## src/csp_pkg.sv

```systemverilog
/*
 * csp_pkg: constants and carrier types for the two memory-mapped slave
 * ports (control/status and transceiver reconfiguration).
 * Assumes: a single 10 MHz clock feeds both ports.
 */
package csp_pkg;

	// address and data widths
	localparam int STAT_AW = 16;
	localparam int RCFG_AW = 12;
	localparam int DW = 32;

	// implemented register words per port; higher addresses are undefined
	localparam int STAT_WORDS = 16;
	localparam int RCFG_WORDS = 16;
	localparam int IDX_W = 4;

	// read timing, in clk cycles
	localparam int CNT_W = 8;
	localparam logic [CNT_W-1:0] STAT_RD_LAT = 8'h08;
	localparam logic [CNT_W-1:0] STAT_RD_TIMEOUT = 8'h64;

	// reset values
	localparam logic [DW-1:0] DATA_RST = 32'h0000_0000;
	localparam logic [CNT_W-1:0] CNT_RST = 8'h00;

	// control/status port sequencer, one-hot
	typedef enum logic [3:0] {
		CSP_ST_IDLE = 4'b0001,
		CSP_ST_WRITE = 4'b0010,
		CSP_ST_READ = 4'b0100,
		CSP_ST_DONE = 4'b1000
	} csp_stat_state_t;

	// reconfiguration port sequencer, one-hot
	typedef enum logic [1:0] {
		CSP_RC_IDLE = 2'b01,
		CSP_RC_ACK = 2'b10
	} csp_rcfg_state_t;

	typedef struct packed {
		logic [STAT_AW-1:0] addr;
		logic read;
		logic write;
		logic [DW-1:0] writedata;
	} csp_stat_req_t;

	typedef struct packed {
		logic [RCFG_AW-1:0] addr;
		logic read;
		logic write;
		logic [DW-1:0] writedata;
	} csp_rcfg_req_t;

endpackage

```

## src/csp_slave_ports.sv

```systemverilog
/*
 * csp_slave_ports: control/status slave port with variable read latency
 * and read timeout, plus a separate transceiver reconfiguration slave port.
 * Assumes: the master holds each request stable until waitrequest is low,
 * keeps at most one read pending, and drives both ports from clk.
 */
`timescale 1ns/1ps

// Notes on behaviour
// registers reachable by external master, read/write
// master keeps only one read outstanding
// non-pipelined, device stalls, master holds request
// 16-bit address, strobes, 32-bit data both ways
// valid marks the cycle read data ready
// waitrequest high until access can complete
// fixed counter times reads, flags timeout
// status port on status clock, sync reset
// master tolerates long read latency
// separate reconfig port, 12-bit address
// reconfig port has its own sync reset
// master holds request stable while waiting
module csp_slave_ports (
	input wire logic clk,
	input wire logic nrst,
	input wire logic statusReset,
	input wire csp_pkg::csp_stat_req_t statReq,
	output logic [csp_pkg::DW-1:0] statReaddata,
	output logic statReaddataValid,
	output logic statWaitrequest,
	output logic statReadTimeout,
	input wire logic reconfigReset,
	input wire csp_pkg::csp_rcfg_req_t rcfgReq,
	output logic [csp_pkg::DW-1:0] rcfgReaddata,
	output logic rcfgWaitrequest
);

	// limitation: sixteen words per port stand in for the register map;
	// the rest of the address space times out (status) or reads back
	// zero (reconfig), and writes there are dropped

	// all port state lives in one struct, registered in one place
	typedef struct packed {
		csp_pkg::csp_stat_state_t stState;
		logic [csp_pkg::CNT_W-1:0] rdCount;
		logic rdHit;
		logic timedOut;
		logic [csp_pkg::DW-1:0] stData;
		logic [csp_pkg::STAT_WORDS-1:0][csp_pkg::DW-1:0] stMem;
		csp_pkg::csp_rcfg_state_t rcState;
		logic [csp_pkg::DW-1:0] rcData;
		logic [csp_pkg::RCFG_WORDS-1:0][csp_pkg::DW-1:0] rcMem;
	} csp_core_t;

	// registered state and its next value
	csp_core_t core_r;
	csp_core_t core_nxt;

	// address decode results
	logic stDefined;
	logic rcDefined;
	logic [csp_pkg::IDX_W-1:0] stIdx;
	logic [csp_pkg::IDX_W-1:0] rcIdx;

	// address decode: only the low words are backed by storage
	assign stIdx = statReq.addr[csp_pkg::IDX_W-1:0];
	assign rcIdx = rcfgReq.addr[csp_pkg::IDX_W-1:0];
	assign stDefined = (statReq.addr < 16'(csp_pkg::STAT_WORDS));
	assign rcDefined = (rcfgReq.addr < 12'(csp_pkg::RCFG_WORDS));

	// read counter end points; compared one below the limit because the
	// move to the completion state lands on the following edge
	logic stRdLast;
	logic stRdExpired;
	assign stRdLast = (core_r.rdCount ==
	    csp_pkg::STAT_RD_LAT - 8'h01);
	assign stRdExpired = (core_r.rdCount ==
	    csp_pkg::STAT_RD_TIMEOUT - 8'h01);

	// completion decode, shared by the handshake outputs
	logic stDone;
	logic stWrAck;
	assign stDone = (core_r.stState == csp_pkg::CSP_ST_DONE);
	assign stWrAck = (core_r.stState == csp_pkg::CSP_ST_WRITE);

	// next-state logic for both ports
	always_comb begin
		core_nxt = core_r;

		// status port sequencer
		case (core_r.stState)
			csp_pkg::CSP_ST_IDLE: begin
				// counter and flag start clean for every read
				core_nxt.rdCount = csp_pkg::CNT_RST;
				core_nxt.timedOut = 1'b0;
				// read wins if both strobes arrive together
				if (statReq.read) begin
					core_nxt.stState = csp_pkg::CSP_ST_READ;
					core_nxt.rdHit = stDefined;
				end else if (statReq.write) begin
					core_nxt.stState = csp_pkg::CSP_ST_WRITE;
				end
			end

			csp_pkg::CSP_ST_WRITE: begin
				// write completes this cycle, waitrequest low
				// undefined words drop the data but still complete
				if (stDefined) begin
					core_nxt.stMem[stIdx] = statReq.writedata;
				end
				core_nxt.stState = csp_pkg::CSP_ST_IDLE;
			end

			csp_pkg::CSP_ST_READ: begin
				// fixed counter times every read
				core_nxt.rdCount = core_r.rdCount + 8'h01;
				// address is held, so the word is refetched each cycle
				core_nxt.stData = core_r.stMem[stIdx];
				if (core_r.rdHit && stRdLast) begin
					core_nxt.stState = csp_pkg::CSP_ST_DONE;
				end else if (stRdExpired) begin
					// undefined address: data never arrives
					core_nxt.stState = csp_pkg::CSP_ST_DONE;
					core_nxt.timedOut = 1'b1;
					core_nxt.stData = csp_pkg::DATA_RST;
				end
			end

			csp_pkg::CSP_ST_DONE: begin
				// one completion cycle, then back to idle
				core_nxt.stState = csp_pkg::CSP_ST_IDLE;
			end

			default: begin
				// illegal code: recover to idle
				core_nxt.stState = csp_pkg::CSP_ST_IDLE;
			end
		endcase

		// sync status reset drops any access in flight
		if (statusReset) begin
			core_nxt.stState = csp_pkg::CSP_ST_IDLE;
			core_nxt.rdCount = csp_pkg::CNT_RST;
			core_nxt.rdHit = 1'b0;
			core_nxt.timedOut = 1'b0;
			core_nxt.stData = csp_pkg::DATA_RST;
		end

		// reconfiguration port: one wait cycle per access
		case (core_r.rcState)
			csp_pkg::CSP_RC_IDLE: begin
				// word fetched at take, shown during the ack cycle
				if (rcfgReq.read || rcfgReq.write) begin
					core_nxt.rcState = csp_pkg::CSP_RC_ACK;
					core_nxt.rcData = rcDefined ? core_r.rcMem[rcIdx] :
					    csp_pkg::DATA_RST;
				end
			end

			csp_pkg::CSP_RC_ACK: begin
				// request still held here, so the write lands now
				if (rcfgReq.write && rcDefined) begin
					core_nxt.rcMem[rcIdx] = rcfgReq.writedata;
				end
				core_nxt.rcState = csp_pkg::CSP_RC_IDLE;
			end

			default: begin
				// illegal code: recover to idle
				core_nxt.rcState = csp_pkg::CSP_RC_IDLE;
			end
		endcase

		// its own reset, independent of the status port
		if (reconfigReset) begin
			core_nxt.rcState = csp_pkg::CSP_RC_IDLE;
			core_nxt.rcData = csp_pkg::DATA_RST;
		end
	end

	// single state register; storage keeps contents over sync resets
	// only the asynchronous reset clears the word storage, so software
	// settings survive a port reset
	always_ff @(posedge clk or negedge nrst) begin
		if (!nrst) begin
			core_r <= '{
				stState: csp_pkg::CSP_ST_IDLE,
				rdCount: csp_pkg::CNT_RST,
				rdHit: 1'b0,
				timedOut: 1'b0,
				stData: csp_pkg::DATA_RST,
				stMem: '0,
				rcState: csp_pkg::CSP_RC_IDLE,
				rcData: csp_pkg::DATA_RST,
				rcMem: '0
			};
		end else begin
			core_r <= core_nxt;
		end
	end

	// handshake outputs; data comes straight from flops
	// status walk, counted from the edge that takes a request:
	//   write: one cycle later waitrequest drops and the word lands
	//   read: eight counting cycles, then valid with waitrequest low
	//   undefined read: timeout after the full count, data zero
	// each completion stands one cycle, so a master that keeps its
	// strobe one cycle too long starts a second access
	assign statWaitrequest = !(stWrAck || stDone);
	assign statReaddataValid = stDone && !core_r.timedOut;
	assign statReadTimeout = stDone && core_r.timedOut;
	assign statReaddata = core_r.stData;

	// reconfig port: one wait cycle, then a single ack cycle
	assign rcfgWaitrequest = (core_r.rcState != csp_pkg::CSP_RC_ACK);
	assign rcfgReaddata = core_r.rcData;

endmodule // csp_slave_ports

```

## config.mk

```make
export PLATFORM = sky130hd
export DESIGN_NAME = csp_slave_ports
export DESIGN_NICKNAME = d
export VERILOG_FILES = /design/src/csp_pkg.sv /design/src/csp_slave_ports.sv
export SDC_FILE = /design/constraint.sdc
export NUM_CORES = 1
export LEC_CHECK = 0
export ABC_CLOCK_PERIOD_IN_PS = 2720
export BUFFER_PORTS_ARGS = -buffer_cell sky130_fd_sc_hd__buf_4
export CAP_MARGIN = 15
export CORE_AREA = 2 2 321 259
export CTS_CLUSTER_SIZE = 24
export DETAILED_ROUTE_END_ITERATION = 10
export DIE_AREA = 0 0 323 261
export GPL_ROUTABILITY_DRIVEN = 0
export GPL_TIMING_DRIVEN = 0
export PLACE_DENSITY_LB_ADDON = 0.2
export SETUP_SLACK_MARGIN = 0.15
export SYNTH_ARGS = -nofsm -noshare
export SYNTH_HDL_FRONTEND = slang
export SYNTH_SLANG_ARGS = --single-unit
```

## constraint.sdc

```tcl
create_clock -name clk -period 2.72 [get_ports clk]
set_input_delay 0.136 -clock clk [delete_from_list [all_inputs] [get_ports clk]]
set_output_delay 0.136 -clock clk [all_outputs]
set_load 0.005 [all_outputs]
```

==> flow_summary_export.csv <==
group,metric,value,unit
worst_setup_path,crit_path_start,"core_r[1103]",
logic_synthesis,ys_seq_area_share,55.3,%
placement,dpl_worst_slack,-353,ps
global_route,grt_max_degree,180,
logic_synthesis,synthFlopType,"dfrtp_1",
worst_setup_path,r2r-start,"core_r[1103]",
placement,dpl_cell_area,52800,um^2
power,power.share.switching,22.7,%
logic_synthesis,synth_area_leader_cell,"dfrtp_1",
cts,clockBufferDepth,3,
power,seqPwrFrac,48.7,%
status,outcome,"complete, no violations",
worst_setup_path,reg2reg_slack,180,ps
drt,vias_per_cell,6.26,
power,leakage,28.5,nW
logic_synthesis,ys_top_cells_by_count,"1,102 x dfrtp_1, 926 x mux2_2, 256 x mux4_2",
drt,drtPass1Iterations,5,
logic_synthesis,synth_edf_count,0,
logic_synthesis,postSynthCellCount,3197,
worst_setup_path,cp.required,3280,ps
logic_synthesis,synthArstFlopShare,100,%
die,io-pin-count,168,
timing,period_share,93.3,%
final_layout,drive_gt1_share,48.7,%
timing,finClkSkew,28.0,ps
die,die-area,84300,um^2
worst_setup_path,worstPathMaxFanout,10,
timing,final.setup.tns,0,ps
logic_synthesis,synth_cell_types,51,
power,comb_power_share,4.8,%
logic_synthesis,yosys.cell_count.top_type,"dfrtp_1",
flow_run,cap_violations,0,
drt,drt-wirelength-per-cell,25.9,um
worst_hold_path,timing.hold.worst.class,"primary input to asynchronous set/reset pin",
cts,cts_buffers,106,
drt,totalWireLength,124000,um
die,die_x,323,um
logic_synthesis,syn_area_per_cell,15.6,um^2
global_route,overflow,0,
drt,first_iter_violations,2311,
timing,maxSlewHeadroom,21.4,%
die,placementRows,94,
die,coreArea,81400,um^2
cts,clkSinkCount,1104,
power,ir_worst_vdd,548,uV
logic_synthesis,synth_area,50000,um^2
drt,drcViolationCount,0,
cts,cts_tree,"built",
timing,setup_viol,0,
power,powerDensity,587,nW/um^2
power,p_int,26.1,mW
die,dieHeight,261,um
power,switchingPower,7.68,mW
global_route,grt_pass1_vias,32200,
worst_setup_path,critPathKind,"flop to flop",
cts,cts-root-buf,"clkbuf_16",
cts,clkTransAtPathRegs,60,ps
logic_synthesis,yosys_warnings,0,
placement,portBuffers,163,
drt,via_count,29900,
timing,rsz0062_at_grt,"yes",
logic_synthesis,netlist.area_leader.share,55.2,%
cts,clkLatencyLatePin,700,ps
worst_setup_path,crit_path_start_kind,"flop",
final_layout,area_growth,15.2,%
worst_setup_path,arrival,3090,ps
global_route,grt.total_usage,29.9,%
die,start_util,61.4,%
cts,htreeDepth,3,
logic_synthesis,synth_fp_nets,3298,
final_layout,postLayoutCoreUtil,70.8,%
timing,hold_viol_final,0,
timing,slew_violations,0,
power,p_total,33.8,mW
timing,clock.fmax,394,MHz
placement,hpwl,83000,um
drt,antenna_left,0,
final_layout,nNetsFinal,3677,
global_route,antenna_found_initial,4,
timing,period_minus_slack,2540,ps
worst_setup_path,cp-end-kind,"flop",
global_route,grt_pass1_wl,191000,um
logic_synthesis,synthTopCellsByArea,"dfrtp_1 55%, mux2_2 21%, mux4_2 12%, mux2_1 2.2%, buf_4 1.7%",
timing,fin_ws,183,ps
timing,worstMarginPinSlew,1180,ps
power,power_frac_clock,46.5,%
logic_synthesis,ys_ff_latch,1104,
final_layout,design_area,57600,um^2
-- cell type report --
type / count / area (um^2)
Sequential cell: 1104 / 27600
Fill cell: 5166 / 23800
Multi-Input combinational cell: 1732 / 20400
Clock buffer: 153 / 3100
Timing Repair Buffer: 271 / 2360
Buffer: 325 / 1950
Tap cell: 1104 / 1380
Clock inverter: 47 / 657
Inverter: 36 / 135
Antenna cell: 3 / 7.51
-- final timing paths --
check                                       end  cells past startpoint
worst max-delay path                core_r[601]                      5
worst min-delay path            rcfgReaddata[3]                      2
worst max register to register      core_r[601]                      5
worst min register to register      core_r[974]                      1
max in group asynchronous          core_r[1101]                      4
min in group clk                    core_r[546]                      3
-- cells in the final DEF (no fill, tap or decap), drive strengths merged, types with 2 or more instances in the layout --
cell         instances
a211o               32
a21oi                5
and3                 3
buf                418
bufinv              13
clkbuf             259
clkinv              31
dfrtp             1102
dfstp                2
diode                3
dlygate4sd3         72
inv                 38
mux2              1024
mux2i               65
mux4               256
nand2               15
nand2b               8
nand3                4
nand4                6
nor2               152
nor2b                4
nor3                17
nor4                 9
o2111ai              2
o21ai                9
o22ai               64
or2                  2
or3                  4
or4                 33
xor2                 2
-- cells by family after synthesis --
logic type               count (synthesis)  synth area share, %
buffers and inverters                  361                 4.13
AO/OA/AOI/OAI                          118                 1.63
multiplexers                          1345                 35.9
XOR/XNOR                                 2               0.0350
AND/OR/NAND/NOR                        266                 3.02
adder cells (fa/ha/maj)                  1               0.0250
flip-flops                            1104                 55.3
-- per-stage QoR --
stage                     std cells  hold WS [ps]
final                          4775          82.8
after global routing           4774          87.3
after CTS                      4748          40.1
after detailed placement       4470           218
after global placement         4464           295
after floorplan                3197          -160
-- state kept, by name, indices dropped and copies added, names as in the netlist --
signal        flops
core_r         1040
statReaddata     32
rcfgReaddata     32
-- routing by layer --
| layer | GRT usage, % | vias up | routed length (um) |
|---|---|---|---|
| li1 | - | 12500 | - |
| met1 | 43.3 | 16200 | 53800 |
| met2 | 46.8 | 949 | 58900 |
| met3 | 5.23 | 254 | 7280 |
| met4 | 9.59 | 4 | 3770 |
| met5 | 0 | - | 28 |
-- power by group through the flow --
stage	combinational (mW)	sequential (mW)	clock [mW]
2_1_floorplan	0.631	16.8	0
3_3_place_gp	1.42	16.8	0
3_5_place_dp	1.52	16.8	0
4_1_cts	1.62	16.5	15.9
5_1_grt	1.76	16.4	16.5
6_report	1.62	16.5	15.7
-- timing repair --
item | CTS | global route
pin swaps | 5 | 12
buffers inserted | 6 | 24
hold buffers | 72 | 0
setup endpoints to repair | 151 | 334
resized for setup | 15 | 7
hold endpoints to repair | 533 | 0
gates cloned | 0 | 0
-- worst max-delay path, stage by stage, from the launching register on --
cell	delay, ps
dfrtp_1	470
nor4b_4	370
nand4_4	300
nor4_4	450
buf_2	420
mux2_2	390
Power figures use the tool's default switching activity.
